**config.mk**
```make
export PLATFORM = sky130hd
export DESIGN_NAME = spi_master_slave_port
export DESIGN_NICKNAME = d
export VERILOG_FILES = /design/src/logic/spi_port_pkg.sv /design/src/logic/spi_master_slave_port.sv
export VERILOG_INCLUDE_DIRS = /design/src /design/src/logic
export SDC_FILE = /design/constraint.sdc
export NUM_CORES = 1
export LEC_CHECK = 0
export BUFFER_PORTS_ARGS = -buffer_cell sky130_fd_sc_hd__buf_2
export CORE_MARGIN = 8
export CORE_UTILIZATION = 60
export CTS_BUF_LIST = sky130_fd_sc_hd__clkbuf_4
export DETAILED_ROUTE_END_ITERATION = 7
export HOLD_SLACK_MARGIN = 0.02
export PLACE_DENSITY_LB_ADDON = 0.3
export SLEW_MARGIN = 30
export SYNTH_ARGS = -nofsm -noshare
export SYNTH_HDL_FRONTEND = slang
export SYNTH_SLANG_ARGS = --single-unit
```
**constraint.sdc**
```tcl
create_clock -name aclk -period 7.8 [get_ports aclk]
set_input_delay 1.56 -clock aclk [delete_from_list [all_inputs] [get_ports aclk]]
set_output_delay 1.56 -clock aclk [all_outputs]
set_load 0.02 [all_outputs]
```
**src/logic/spi_port_regs.svh**
```systemverilog
// Register map, field positions, reset values and clock divides of the serial port.
// Assumes one includer per compile unit; the guard keeps repeats harmless.
//
// What this block does
// - Unselected slave releases its data-out pin to high impedance.
// - Master shows each data-out bit half a clock before the slave latches it.
// - One byte moves both ways at once over eight master-driven clock cycles.
// - Master clock is system clock divided by 2, 4, 16 or 32; slave ignores it.
// - A master seeing its select input low sets the mode-fault flag.
// - Direction bit 5 makes select a plain output and disables mode-fault detection.
// - Phase 0 shifts only while select is low; select rises between bytes.
// - Mode fault clears master bit and four direction bits, then requests interrupt.
// - Data write during a transfer sets collision; transfer continues, byte discarded.
// - Only a master data write starts a byte; both ends flag its completion.
// - Phase 0 slave runs select-low to select-high; flags mid eighth cycle.
// - Phase 1 slave starts at first active clock edge, ends at completion flag.
// - Open-drain bit switches all port pins between push-pull and open-drain.
// - Control bits 7, 6, 4 are interrupt enable, port on, master; reset clears.
// - Idle clock level follows polarity bit; reset leaves phase bit set.
// - Completion flag requests interrupt; clears by status read then data access.
// - Data writes are ignored while completion is set and not yet seen.
// - Collision clears by status read seeing it, then a data access.
// - Mode fault clears by status read seeing it, then a control write.
// - Data reads return the receive buffer; unread buffer is kept on overrun.
`ifndef SPI_PORT_REGS_SVH
`define SPI_PORT_REGS_SVH

// ----------------------------------------
// Register indices (byte address is four times the index)
// ----------------------------------------
`define IDX_CONTROL 8'h28
`define IDX_STATUS 8'h29
`define IDX_DATA 8'h2a
`define IDX_DIRECTION 8'h2b

// ----------------------------------------
// Field positions and reset values
// ----------------------------------------
`define ST_COMPLETE 7
`define ST_COLLISION 6
`define ST_FAULT 4
`define DIR_SELECT 5
`define DIR_CLOCK 4
`define DIR_DATA_OUT 3
`define DIR_DATA_IN 2
`define DIR_LEVEL 0
`define CONTROL_RESET 8'h04
`define DIRECTION_RESET 8'h00

// ----------------------------------------
// Half periods of the master clock in system clocks, last edge and bit indices, bus response codes
// ----------------------------------------
`define HALF_DIV2 5'h01
`define HALF_DIV4 5'h02
`define HALF_DIV16 5'h08
`define HALF_DIV32 5'h10
`define LAST_EDGE 4'hf
`define LAST_BIT 3'h7
`define RESP_OKAY 2'h0
`define RESP_SLVERR 2'h2

`endif

```
**src/logic/spi_port_pkg.sv**
```systemverilog
// Types shared by the serial port and whoever instantiates it.
// Assumes the register header supplies all numeric constants.
package spi_port_pkg;
	// Control register fields, bit 7 down to bit 0
	typedef struct packed {
		logic port_interrupt_enable;
		logic port_on;
		logic open_drain_select;
		logic master_select;
		logic cpol;
		logic cpha;
		logic [1:0] clock_rate_field;
	} control_t;
	// One bit per serial pin
	typedef struct packed {
		logic ss;
		logic sck;
		logic mosi;
		logic miso;
	} pins_t;
	typedef enum logic {M_IDLE, M_RUN} master_state_t;
	typedef enum logic [1:0] {SEL_CONTROL, SEL_STATUS, SEL_DATA, SEL_DIRECTION} reg_sel_t;
endpackage : spi_port_pkg

```
**src/logic/spi_master_slave_port.sv**
```systemverilog
// Serial port that runs as bus master or slave, with an AXI4-Lite register slave.
// Assumes aclk is the system clock; pins arrive unsynchronised and leave as in/out/enable.
//
// The AXI4-Lite register port was decided locally.
`timescale 1ns/1ps
`include "spi_port_regs.svh"

module spi_master_slave_port
	import spi_port_pkg::*;
#(
	parameter int ADDR_W = 12
) (
	input wire logic aclk, // System clock
	input wire logic aresetn, // Synchronous reset, active low
	input wire logic ce, // Clock enable, freezes all state when low
	input wire logic [ADDR_W-1:0] s_axi_awaddr, // Write address
	input wire logic s_axi_awvalid, // Write address valid
	output logic s_axi_awready, // Write address ready
	input wire logic [31:0] s_axi_wdata, // Write data
	input wire logic [3:0] s_axi_wstrb, // Write strobes
	input wire logic s_axi_wvalid, // Write data valid
	output logic s_axi_wready, // Write data ready
	output logic [1:0] s_axi_bresp, // Write response
	output logic s_axi_bvalid, // Write response valid
	input wire logic s_axi_bready, // Write response ready
	input wire logic [ADDR_W-1:0] s_axi_araddr, // Read address
	input wire logic s_axi_arvalid, // Read address valid
	output logic s_axi_arready, // Read address ready
	output logic [31:0] s_axi_rdata, // Read data
	output logic [1:0] s_axi_rresp, // Read response
	output logic s_axi_rvalid, // Read data valid
	input wire logic s_axi_rready, // Read data ready
	input wire pins_t pin_in, // Pin levels seen from outside
	output pins_t pin_out, // Pin drive values
	output pins_t pin_oe, // Pin output enables, high drives
	output logic irq // Interrupt request, active high
);

	// ----------------------------------------
	// Elaboration checks
	// ----------------------------------------
	if (ADDR_W < 10) begin : g_addr_check
		$error("ADDR_W must reach the port registers");
	end

	// ----------------------------------------
	// Functions
	// ----------------------------------------
	// Word index to register select; bad index flagged separately
	function automatic logic decode_ok(input logic [ADDR_W-1:0] a);
		logic [ADDR_W-3:0] i;
		i = a[ADDR_W-1:2];
		decode_ok = (i >= (ADDR_W-2)'(`IDX_CONTROL)) && (i <= (ADDR_W-2)'(`IDX_DIRECTION));
	endfunction : decode_ok

	function automatic reg_sel_t decode_sel(input logic [ADDR_W-1:0] a);
		logic [1:0] low;
		low = a[3:2];
		decode_sel = reg_sel_t'(low);
	endfunction : decode_sel

	// Half period of master clock for a rate code
	function automatic logic [4:0] half_period(input logic [1:0] code);
		unique case (code)
			2'h0: half_period = `HALF_DIV2;
			2'h1: half_period = `HALF_DIV4;
			2'h2: half_period = `HALF_DIV16;
			2'h3: half_period = `HALF_DIV32;
		endcase
	endfunction : half_period

	// ----------------------------------------
	// Declarations
	// ----------------------------------------
	control_t ctrl_q;
	logic [7:0] dir_q;
	logic complete_q, collision_q, fault_q;
	logic complete_seen_q, collision_seen_q, fault_seen_q;
	logic [7:0] rx_buf_q, shift_q;
	logic out_bit_q, sck_q;
	master_state_t m_state_q;
	logic [4:0] pre_q;
	logic [3:0] edge_q;
	logic s_busy_q;
	logic [2:0] s_bits_q;
	pins_t sync1_q, sync2_q;
	logic sck_prev_q, ss_prev_q;
	logic aw_have_q, w_have_q;
	logic [ADDR_W-1:0] awaddr_q;
	logic [7:0] wdata_q;
	logic wstrb0_q;
	logic awready_q, wready_q, bvalid_q, arready_q, rvalid_q;
	logic [1:0] bresp_q, rresp_q;
	logic [31:0] rdata_q;
	pins_t out_q, oe_q;
	logic irq_q;

	// ----------------------------------------
	// Pin synchronisers
	// ----------------------------------------
	// Two flops per pin; only the second stage feeds logic
	always_ff @(posedge aclk) begin
		if (!aresetn) begin
			sync1_q <= '1;
			sync2_q <= '1;
			sck_prev_q <= 1'b1;
			ss_prev_q <= 1'b1;
		end else if (ce) begin
			sync1_q <= pin_in;
			sync2_q <= sync1_q;
			sck_prev_q <= sync2_q.sck;
			ss_prev_q <= sync2_q.ss;
		end
	end

	// ----------------------------------------
	// Bus decode and event terms
	// ----------------------------------------
	logic wr_go, rd_go, wr_ok, rd_ok, fault_now, busy, data_wr, data_rd, data_acc;
	logic wr_accept, start_m, done, s_sel, s_lead, s_trail, ss_fall, m_tick, m_lead;
	logic [7:0] done_byte;
	reg_sel_t wr_sel, rd_sel;

	assign wr_go = ce && aw_have_q && w_have_q && !bvalid_q;
	assign rd_go = ce && s_axi_arvalid && arready_q;
	assign wr_ok = decode_ok(awaddr_q);
	assign rd_ok = decode_ok(s_axi_araddr);
	assign wr_sel = decode_sel(awaddr_q);
	assign rd_sel = decode_sel(s_axi_araddr);
	// Only the low byte lane carries register data
	assign data_wr = wr_go && wr_ok && wstrb0_q && wr_sel == SEL_DATA;
	assign data_rd = rd_go && rd_ok && rd_sel == SEL_DATA;
	assign data_acc = data_wr || data_rd;
	assign busy = (m_state_q == M_RUN) || s_busy_q;
	// Write blocked while completion is pending and unseen
	assign wr_accept = data_wr && !busy && (!complete_q || complete_seen_q);
	assign start_m = wr_accept && ctrl_q.port_on && ctrl_q.master_select;
	// Select low on an enabled master whose select pin is still an input
	assign fault_now = ctrl_q.port_on && ctrl_q.master_select
		&& !dir_q[`DIR_SELECT] && !sync2_q.ss;
	// Slave shift clock is gated by select, the OR form of phase 0
	assign s_sel = ctrl_q.port_on && !ctrl_q.master_select && !sync2_q.ss;
	assign s_lead = s_sel && (sync2_q.sck != sck_prev_q) && (sync2_q.sck != ctrl_q.cpol);
	assign s_trail = s_sel && (sync2_q.sck != sck_prev_q) && (sync2_q.sck == ctrl_q.cpol);
	assign ss_fall = ctrl_q.port_on && !ctrl_q.master_select && ss_prev_q && !sync2_q.ss;
	assign m_tick = (m_state_q == M_RUN) && (pre_q == half_period(ctrl_q.clock_rate_field) - 5'h01);
	assign m_lead = !edge_q[0];

	// Byte completion and the byte captured with it
	always_comb begin
		done = 1'b0;
		done_byte = {shift_q[6:0], sync2_q.miso};
		if (m_tick && edge_q == `LAST_EDGE) begin
			done = 1'b1;
			done_byte = ctrl_q.cpha ? {shift_q[6:0], sync2_q.miso} : shift_q;
		end else if (s_bits_q == `LAST_BIT && (ctrl_q.cpha ? s_trail : s_lead)) begin
			done = 1'b1;
			done_byte = {shift_q[6:0], sync2_q.mosi};
		end
	end

	// ----------------------------------------
	// Control and direction registers
	// ----------------------------------------
	// Fault forces slave and releases all port drivers
	always_ff @(posedge aclk) begin
		if (!aresetn) begin
			ctrl_q <= control_t'(`CONTROL_RESET);
			dir_q <= `DIRECTION_RESET;
		end else if (ce) begin
			if (wr_go && wr_ok && wstrb0_q && wr_sel == SEL_CONTROL)
				ctrl_q <= control_t'(wdata_q);
			if (wr_go && wr_ok && wstrb0_q && wr_sel == SEL_DIRECTION)
				dir_q <= wdata_q;
			if (fault_now) begin
				ctrl_q.master_select <= 1'b0;
				dir_q[`DIR_SELECT:`DIR_DATA_IN] <= 4'h0;
			end
		end
	end

	// ----------------------------------------
	// Status flags
	// ----------------------------------------
	// A set in the same cycle as a clear wins
	always_ff @(posedge aclk) begin
		if (!aresetn) begin
			complete_q <= 1'b0;
			collision_q <= 1'b0;
			fault_q <= 1'b0;
			complete_seen_q <= 1'b0;
			collision_seen_q <= 1'b0;
			fault_seen_q <= 1'b0;
		end else if (ce) begin
			if (rd_go && rd_ok && rd_sel == SEL_STATUS) begin
				complete_seen_q <= complete_q;
				collision_seen_q <= collision_q;
				fault_seen_q <= fault_q;
			end
			if (data_acc && complete_seen_q) begin
				complete_q <= 1'b0;
				complete_seen_q <= 1'b0;
			end
			if (data_acc && collision_seen_q) begin
				collision_q <= 1'b0;
				collision_seen_q <= 1'b0;
			end
			if (wr_go && wr_ok && wr_sel == SEL_CONTROL && fault_seen_q) begin
				fault_q <= 1'b0;
				fault_seen_q <= 1'b0;
			end
			if (done)
				complete_q <= 1'b1;
			if (data_wr && busy)
				collision_q <= 1'b1;
			if (fault_now)
				fault_q <= 1'b1;
		end
	end

	// ----------------------------------------
	// Receive buffer
	// ----------------------------------------
	// An unread byte is kept; the newer one is lost
	always_ff @(posedge aclk) begin
		if (!aresetn) begin
			rx_buf_q <= 8'h00;
		end else if (ce) begin
			if (done && !complete_q)
				rx_buf_q <= done_byte;
		end
	end

	// ----------------------------------------
	// Master clock generator
	// ----------------------------------------
	// Prescaler counts system clocks per half period
	always_ff @(posedge aclk) begin
		if (!aresetn) begin
			m_state_q <= M_IDLE;
			pre_q <= 5'h00;
			edge_q <= 4'h0;
			sck_q <= 1'b0;
		end else if (ce) begin
			unique case (m_state_q)
				M_IDLE: begin
					sck_q <= ctrl_q.cpol;
					pre_q <= 5'h00;
					edge_q <= 4'h0;
					if (start_m)
						m_state_q <= M_RUN;
				end
				M_RUN: begin
					pre_q <= m_tick ? 5'h00 : pre_q + 5'h01;
					if (m_tick) begin
						sck_q <= !sck_q;
						edge_q <= edge_q + 4'h1;
						if (edge_q == `LAST_EDGE)
							m_state_q <= M_IDLE;
					end
					if (fault_now)
						m_state_q <= M_IDLE;
				end
			endcase
		end
	end

	// ----------------------------------------
	// Slave transfer tracking
	// ----------------------------------------
	// Phase 0 stays busy until select rises, phase 1 until the byte ends
	always_ff @(posedge aclk) begin
		if (!aresetn) begin
			s_busy_q <= 1'b0;
			s_bits_q <= 3'h0;
		end else if (ce) begin
			if (!s_sel) begin
				s_busy_q <= 1'b0;
				s_bits_q <= 3'h0;
			end else begin
				if (!ctrl_q.cpha && ss_fall)
					s_busy_q <= 1'b1;
				if (ctrl_q.cpha && s_lead)
					s_busy_q <= 1'b1;
				if (ctrl_q.cpha ? s_trail : s_lead) begin
					s_bits_q <= s_bits_q + 3'h1;
					if (ctrl_q.cpha && s_bits_q == `LAST_BIT)
						s_busy_q <= 1'b0;
				end
			end
		end
	end

	// ----------------------------------------
	// Shifter and serial output bit
	// ----------------------------------------
	// One shifter serves both roles since only one is active at a time
	always_ff @(posedge aclk) begin
		if (!aresetn) begin
			shift_q <= 8'h00;
			out_bit_q <= 1'b0;
		end else if (ce) begin
			if (wr_accept) begin
				shift_q <= wdata_q;
				if (!ctrl_q.cpha)
					out_bit_q <= wdata_q[7];
			end else if (m_tick) begin
				if (m_lead == !ctrl_q.cpha)
					shift_q <= {shift_q[6:0], sync2_q.miso};
				else
					out_bit_q <= shift_q[7];
			end else if (ss_fall && !ctrl_q.cpha) begin
				out_bit_q <= shift_q[7];
			end else if (ctrl_q.cpha ? s_trail : s_lead) begin
				shift_q <= {shift_q[6:0], sync2_q.mosi};
			end else if (ctrl_q.cpha ? s_lead : s_trail) begin
				out_bit_q <= shift_q[7];
			end
		end
	end

	// ----------------------------------------
	// Pin drivers
	// ----------------------------------------
	// Open-drain mode drives only lows, releasing highs to the pull-up
	pins_t val_d, en_d;
	always_comb begin
		val_d.ss = dir_q[`DIR_LEVEL];
		val_d.sck = sck_q;
		val_d.mosi = out_bit_q;
		val_d.miso = out_bit_q;
		en_d.ss = ctrl_q.port_on && dir_q[`DIR_SELECT];
		en_d.sck = ctrl_q.port_on && ctrl_q.master_select && dir_q[`DIR_CLOCK];
		en_d.mosi = ctrl_q.port_on && ctrl_q.master_select && dir_q[`DIR_DATA_OUT];
		en_d.miso = s_sel && dir_q[`DIR_DATA_IN];
		if (ctrl_q.open_drain_select)
			en_d = en_d & ~val_d;
	end

	always_ff @(posedge aclk) begin
		if (!aresetn) begin
			out_q <= '0;
			oe_q <= '0;
			irq_q <= 1'b0;
		end else if (ce) begin
			out_q <= val_d;
			oe_q <= en_d;
			irq_q <= ctrl_q.port_interrupt_enable && (complete_q || fault_q);
		end
	end

	// ----------------------------------------
	// AXI4-Lite write channel
	// ----------------------------------------
	// Address and data are caught in either order, answered once both are in
	always_ff @(posedge aclk) begin
		if (!aresetn) begin
			aw_have_q <= 1'b0;
			w_have_q <= 1'b0;
			awaddr_q <= '0;
			wdata_q <= 8'h00;
			wstrb0_q <= 1'b0;
			awready_q <= 1'b1;
			wready_q <= 1'b1;
			bvalid_q <= 1'b0;
			bresp_q <= `RESP_OKAY;
		end else if (ce) begin
			if (s_axi_awvalid && awready_q) begin
				aw_have_q <= 1'b1;
				awaddr_q <= s_axi_awaddr;
				awready_q <= 1'b0;
			end
			if (s_axi_wvalid && wready_q) begin
				w_have_q <= 1'b1;
				wdata_q <= s_axi_wdata[7:0];
				wstrb0_q <= s_axi_wstrb[0];
				wready_q <= 1'b0;
			end
			if (wr_go) begin
				aw_have_q <= 1'b0;
				w_have_q <= 1'b0;
				bvalid_q <= 1'b1;
				bresp_q <= wr_ok ? `RESP_OKAY : `RESP_SLVERR;
			end
			if (bvalid_q && s_axi_bready) begin
				bvalid_q <= 1'b0;
				awready_q <= 1'b1;
				wready_q <= 1'b1;
			end
		end
	end

	// ----------------------------------------
	// AXI4-Lite read channel
	// ----------------------------------------
	// Reserved status bits and upper lanes read as zero
	always_ff @(posedge aclk) begin
		if (!aresetn) begin
			arready_q <= 1'b1;
			rvalid_q <= 1'b0;
			rdata_q <= 32'h0000_0000;
			rresp_q <= `RESP_OKAY;
		end else if (ce) begin
			if (rd_go) begin
				arready_q <= 1'b0;
				rvalid_q <= 1'b1;
				rresp_q <= rd_ok ? `RESP_OKAY : `RESP_SLVERR;
				rdata_q <= 32'h0000_0000;
				if (rd_ok) begin
					unique case (rd_sel)
						SEL_CONTROL: rdata_q[7:0] <= ctrl_q;
						SEL_STATUS: begin
							rdata_q[`ST_COMPLETE] <= complete_q;
							rdata_q[`ST_COLLISION] <= collision_q;
							rdata_q[`ST_FAULT] <= fault_q;
						end
						SEL_DATA: rdata_q[7:0] <= rx_buf_q;
						SEL_DIRECTION: rdata_q[7:0] <= dir_q;
					endcase
				end
			end
			if (rvalid_q && s_axi_rready) begin
				rvalid_q <= 1'b0;
				arready_q <= 1'b1;
			end
		end
	end

	// ----------------------------------------
	// Output assignments
	// ----------------------------------------
	assign s_axi_awready = awready_q;
	assign s_axi_wready = wready_q;
	assign s_axi_bvalid = bvalid_q;
	assign s_axi_bresp = bresp_q;
	assign s_axi_arready = arready_q;
	assign s_axi_rvalid = rvalid_q;
	assign s_axi_rresp = rresp_q;
	assign s_axi_rdata = rdata_q;
	assign pin_out = out_q;
	assign pin_oe = oe_q;
	assign irq = irq_q;

endmodule : spi_master_slave_port

```
# Yosys cells after proc, flatten, opt, wreduce, memory -nomap -nowiden
# Index checks and enable logic that the tools add are counted.
dict set report word_totals {
  reg_bits 112
  input_bits 72
  output_inout_bits 50
  elab_cells 271
}
dict set report op_classes {
  addsub 4
  n_lt_le_gt_ge 4
  n_eq_ne 22
  n_mux 76
  n_bitwise 3
  reduce_logical 107
}
# op count
set op_table {}
lappend op_table {{$mux 8} 8}
lappend op_table {{$logic_and 1x1->1} 50}
lappend op_table {{$mux 1} 49}
lappend op_table {{$reduce_and 2->1} 23}
lappend op_table {{$reduce_bool 2->1} 14}
lappend op_table {{$ge 10x6->1 const B} 2}
lappend op_table {{$le 10x6->1 const B} 2}
lappend op_table {{$pmux 5 s4} 1}
lappend op_table {{$eq 2x2->1 const B} 6}
lappend op_table {{$mux 4} 3}
lappend op_table {{$pmux 4 s3} 1}
lappend op_table {{$mux 5} 2}
lappend op_table {{$pmux 5 s2} 1}
lappend op_table {{$logic_not 1->1} 9}
lappend op_table {{$pmux 2 s4} 1}
lappend op_table {{$pmux 4 s2} 1}
lappend op_table {{$logic_not 2->1} 3}
lappend op_table {{$mux 3} 2}
lappend op_table {{$mux 6} 1}
lappend op_table {{$ne 3x3->1 const B} 2}
lappend op_table {{$add 5x1->5 const B} 1}
lappend op_table {{$eq 5x5->1} 1}
lappend op_table {{$reduce_and 5->1} 1}
lappend op_table {{$sub 5x1->5 const B} 1}
lappend op_table {{other kinds (22)} 31}

# Depth between registers and ports, before layout
dict set report logic_depth {
  ltp_word 12
  depth_mapped 10
  mapped_depth_nobuf 8
}

# Least setup slack after synthesis
# No wires, ideal clock.
dict set report synth_path {
  kind {input port to flip-flop}
  from {in s_axi_araddr[11]}
  to {reg collision_seen_q}
  setup_ns 0.116
  arrival_ns 3.207
  required_time_ns 7.684
  setup_slack_ns 4.478
  stages 5
  path_buffers 0
  cell_sequence {nor4b_1 nand3_1 nor3_2 mux2_2 and3_1}
}
dict set report synth_via {
  elab_chain_cells 8
  word_cells_on_any_way 11
  cone_classes {order compare: 2; mux: 1; reduce/logical: 8}
}
# element line
set synth_rtl {}
lappend synth_rtl {{start: declaration} spi_master_slave_port.sv:26} ;# input wire logic [ADDR_W-1:0] s_axi_araddr,
lappend synth_rtl {{$ge 10x6->1 / $le 10x6->1 (equally long branches)} spi_master_slave_port.sv:53} ;# decode_ok = (i >= (ADDR_W-2)'(`IDX_CONTROL)) && (i <= (ADDR_W-2)'(`IDX_DIRECTION));
lappend synth_rtl {{$logic_and 1x1->1 (*)} spi_master_slave_port.sv:53}
lappend synth_rtl {{$logic_and 1x1->1 (*)} {spi_master_slave_port.sv:132, spi_master_slave_port.sv:195}}
lappend synth_rtl {{$logic_and 1x1->1} spi_master_slave_port.sv:132} ;# assign data_rd = rd_go && rd_ok && rd_sel == SEL_DATA;
lappend synth_rtl {{$logic_or 1x1->1} spi_master_slave_port.sv:133} ;# assign data_acc = data_wr || data_rd;
lappend synth_rtl {{$logic_and 1x1->1} spi_master_slave_port.sv:204} ;# if (data_acc && collision_seen_q) begin
lappend synth_rtl {{$reduce_bool 2->1 (no line)} -}
lappend synth_rtl {{$reduce_and 2->1 (no line)} -}
lappend synth_rtl {{end signal: assignment} spi_master_slave_port.sv:197} ;# collision_seen_q <= collision_q;
lappend synth_rtl {{end: declaration} spi_master_slave_port.sv:78} ;# logic complete_seen_q, collision_seen_q, fault_seen_q;
# Every way passes the cells marked *; elsewhere a longest branch is shown, timed or not.
# A chain may end at the register's enable or synchronous reset.

# Worst setup path in the final report
dict set report layout_path {
  from {in ce}
  to {reg out_bit_q}
}
dict set report layout_via {
  elab_chain_cells 10
  word_cells_on_any_way 14
  cone_classes {eq/ne: 3; mux: 1; reduce/logical: 10}
}
# element line
set layout_rtl {}
lappend layout_rtl {{start: declaration} spi_master_slave_port.sv:15} ;# input wire logic ce,
lappend layout_rtl {{$logic_and 1x1->1 (3 in series)} spi_master_slave_port.sv:124} ;# assign wr_go = ce && aw_have_q && w_have_q && !bvalid_q;
lappend layout_rtl {{$logic_and 1x1->1 (3 in series)} spi_master_slave_port.sv:131} ;# assign data_wr = wr_go && wr_ok && wstrb0_q && wr_sel == SEL_DATA;
lappend layout_rtl {{$logic_and 1x1->1 (2 in series)} spi_master_slave_port.sv:136} ;# assign wr_accept = data_wr && !busy && (!complete_q || complete_seen_q);
lappend layout_rtl {{$ne 4x4->1 (no line), or another cell as far along} -}
lappend layout_rtl {{$reduce_and 5->1 (no line)} -}
lappend layout_rtl {{end signal: assignment} spi_master_slave_port.sv:306} ;# out_bit_q <= wdata_q[7];
lappend layout_rtl {{end signal: assignment} spi_master_slave_port.sv:311} ;# out_bit_q <= shift_q[7];
lappend layout_rtl {{end signal: assignment} spi_master_slave_port.sv:313} ;# out_bit_q <= shift_q[7];
lappend layout_rtl {{end: declaration} spi_master_slave_port.sv:80} ;# logic out_bit_q, sck_q;
# Several ways; a longest one is shown, not always the timed one.

==> load_flow_metrics.sql <==
INSERT INTO impl_metrics (metric_group, metric, value, unit) VALUES
('run_status', 'run_status', 'finished, final reports clean', ''),
('finish', 'seqCellArea', '0.00216', 'sq mm'),
('clock_tree', 'ctsRootBufferMaster', 'sky130_fd_sc_hd__clkbuf_4', ''),
('route', 'drt_first_pass_iters', '7', ''),
('power_and_ir_drop', 'power_leakage', '2.12', 'nW'),
('finish', 'areaGrowthSynthToFinish', '6.62', '%'),
('clock_tree', 'cts-resized-gates', '0', ''),
('finish', 'final_cell_mix', '108 x sky130_fd_sc_hd__dfxtp_1, 92 x sky130_fd_sc_hd__nand2_1, 64 x sky130_fd_sc_hd__buf_2', ''),
('logic_synthesis', 'async_reset_ff_frac', '0', ''),
('finish', 'mostFrequentLayoutCell', 'sky130_fd_sc_hd__dfxtp_1', ''),
('clock_tree', 'count_of_clock_tree_sinks', '108', ''),
('floorplan', 'core_area', '0.00822', 'sq mm'),
('finish', 'num-fill-cells', '713', ''),
('worst_setup_path', 'cp_data_required_time', '8.19', 'ns'),
('sta', 'final.period_utilization', '0.497', ''),
('sta', 'max_slew_headroom', '0.449', ''),
('route', 'drcViolationCount', '0', ''),
('route', 'detail-route-antenna-nets', '0', ''),
('sta', 'timing_worst_slew_pin_value', '0.818', 'ns'),
('power_and_ir_drop', 'ir_worst_vdd', '0.0995', 'mV'),
('worst_setup_path', 'worst_path_largest_cell_delay', '0.74', 'ns'),
('logic_synthesis', 'synth_top_cell_area_share', '0.427', ''),
('finish', 'nets', '703', ''),
('sta', 'report.final.hold_viol_count', '0', ''),
('clock_tree', 'cts_inserted_buffers', '9', ''),
('route', 'route.detailed.vias_per_inst', '5.71', ''),
('clock_tree', 'worst_skew_pair_latency', '0.47', 'ns'),
('place', 'port-buffer-count', '64', ''),
('worst_setup_path', 'worstSetupEndpointType', 'register', ''),
('clock_tree', 'tritoncts', 'yes', ''),
('logic_synthesis', 'netlist_instances', '583', ''),
('worst_setup_path', 'critical_path_cell_sequence', 'buf_2 -> buf_4 -> and4b_1 -> nand4_1 -> nor4_1 -> nor3_1 -> a2111oi_2 -> mux2i_1', ''),
('clock_tree', 'cts_hold_repair.buffers', '0', ''),
('route', 'drt_first_iter_violations', '230', ''),
('logic_synthesis', 'synth.cell_area', '0.00507', 'sq mm'),
('floorplan', 'initial_util', '0.617', ''),
('sta', 'period_minus_slack', '3.88', 'ns'),
('place', 'place_hpwl', '8390', 'um'),
('logic_synthesis', 'synthFlopType', 'sky130_fd_sc_hd__dfxtp_1', ''),
('worst_setup_path', 'critical_path.startpoint_type', 'input pin', ''),
('sta', 'final.setup_skew', '0.0267', 'ns'),
('place', 'pre_cts_ws', '3.52', 'ns'),
('route', 'detailroute.via_count', '4201', ''),
('floorplan', 'die_h', '108', 'um'),
('clock_tree', 'path_clk_slew', '0.15', 'ns'),
('clock_tree', 'cts_max_level', '3', ''),
('logic_synthesis', 'synth_enable_flop_cells', '0', ''),
('logic_synthesis', 'yosysWarnings', '0', ''),
('worst_hold_path', 'worst_hold_path_type', 'reg2reg', ''),
('flow_run', 'maxCapViolations', '0', ''),
('global_route', 'wire_length_of_the_first_global_routing_pass', '18500', 'um'),
('worst_setup_path', 'critical_path.max_fanout', '49', ''),
('floorplan', 'core.rowCount', '33', ''),
('global_route', 'grt_max_degree', '74', ''),
('finish', 'multi_input_gate_area_in_the_final_layout', '0.00264', 'sq mm'),
('floorplan', 'dieArea', '0.0116', 'sq mm'),
('clock_tree', 'cts-root-to-sink-buffers', '2', ''),
('global_route', 'grt_pass1_vias', '3907', ''),
('global_route', 'initial_antenna_violation_count', '0', ''),
('logic_synthesis', 'synth-seq-area-share', '0.427', ''),
('worst_setup_path', 'critical_path_class', 'in2reg', ''),
('sta', 'finalWorstSetupSlack', '3.92', 'ns'),
('sta', 'finalHoldWorstSlack', '0.464', 'ns'),
('route', 'drt-wirelength-per-cell', '15.6', 'um'),
('floorplan', 'pin_count', '122', ''),
('sta', 'final-max-slew-violation-count', '0', ''),
('logic_synthesis', 'synth.largest_area_cell', 'sky130_fd_sc_hd__dfxtp_1', ''),
('sta', 'setup_viol', '0', ''),
('global_route', 'grt_util_all_layers', '0.196', ''),
('sta', 'unrepaired_setup_endpoints_after_global_routing', 'false', ''),
('worst_setup_path', 'cp_slowest_cell', 'sky130_fd_sc_hd__nor4_1', '');
==> final cells by class <==
type	count	area share
inverters	5	0.00394
clock inverters	6	0.00903
repair buffers	65	0.0607
clock buffers	10	0.0139
flip-flops and latches	108	0.400
multi-input cells	437	0.488
well taps	105	0.0243
==> per-stage QoR <==
stage | instance area, sq um | cells | total power [W] | utilization
after detailed placement | 5280 | 720 | 0.000652 | 0.642
after global routing | 5400 | 736 | 0.000935 | 0.657
after floorplan | 5160 | 608 | 0.000640 | -
after CTS | 5400 | 736 | 0.000905 | 0.657
after global placement | 5280 | 720 | 0.000650 | 0.642
final | 5400 | 736 | 0.000900 | 0.657
==> kinds of logic (layout without fill, tap and decap cells) <==
group / Yosys count / in the layout / synth area share
buffers and inverters: 63 / 86 / 0.0716
adders and majority gates: 5 / 5 / 0.0123
DFF: 108 / 108 / 0.427
other: 1 / 26 / 0.000740
AOI/OAI and AO/OA: 114 / 114 / 0.144
xor gates and xnor gates: 8 / 8 / 0.0138
and+or+nand+nor: 236 / 236 / 0.227
muxes: 48 / 48 / 0.104
==> layer usage <==
metal  share of wire  track usage
met5               0            0
met4           0.020       0.0684
met3           0.098       0.0449
met2            0.45        0.320
met1            0.43        0.248
==> critical path: cells and delay by family <==
family	cells	cell delay, ns
and+or+nand+nor	4	1.50
AOI/OAI and AO/OA	1	0.42
buffers and inverters	2	0.54
muxes	1	0.22
==> synth_stat cells, drive strengths merged, types with 4 or more instances <==
master	n
dfxtp	108
nand2	92
a21oi	59
nor2	56
mux2i	39
buf	36
clkbuf	22
nand3	20
o21ai	16
a211oi	11
nand4	11
and3	9
a22oi	8
nand2b	8
mux2	6
ha	5
inv	5
nor3	5
or3	5
xnor2	5
a21o	4
a31oi	4
nand3b	4
nor4b	4
or2	4
==> state kept, by name, indices dropped and copies added (netlist names), 5 cells and up <==
register	cells
wdata_q	8
s_axi_rdata	8
shift_q	8
dir_q	8
ctrl_q	8
pre_q	5
awaddr_q	10
rx_buf_q	8
==> where the power goes <==
group          internal, W  leakage, nW  switching (W)  total [W]
logic            0.0000225         1.19      0.0000480  0.0000705
registers         0.000562        0.875     0.00000868   0.000571
clock network    0.0000719       0.0596       0.000187   0.000259
total             0.000656         2.12       0.000244   0.000900
==> final timing paths <==
path	to	depth (start not counted)	slack, ns	startpoint
hold reg to reg	awaddr_q[5]	2	0.46	awaddr_q[5]
setup reg to reg	rx_buf_q[0]	8	4.64	ctrl_q[0]
hold / removal	awaddr_q[5]	2	0.46	awaddr_q[5]
setup / recovery	out_bit_q	8	3.92	ce
Note: power is estimated with default switching activity, not from simulation.
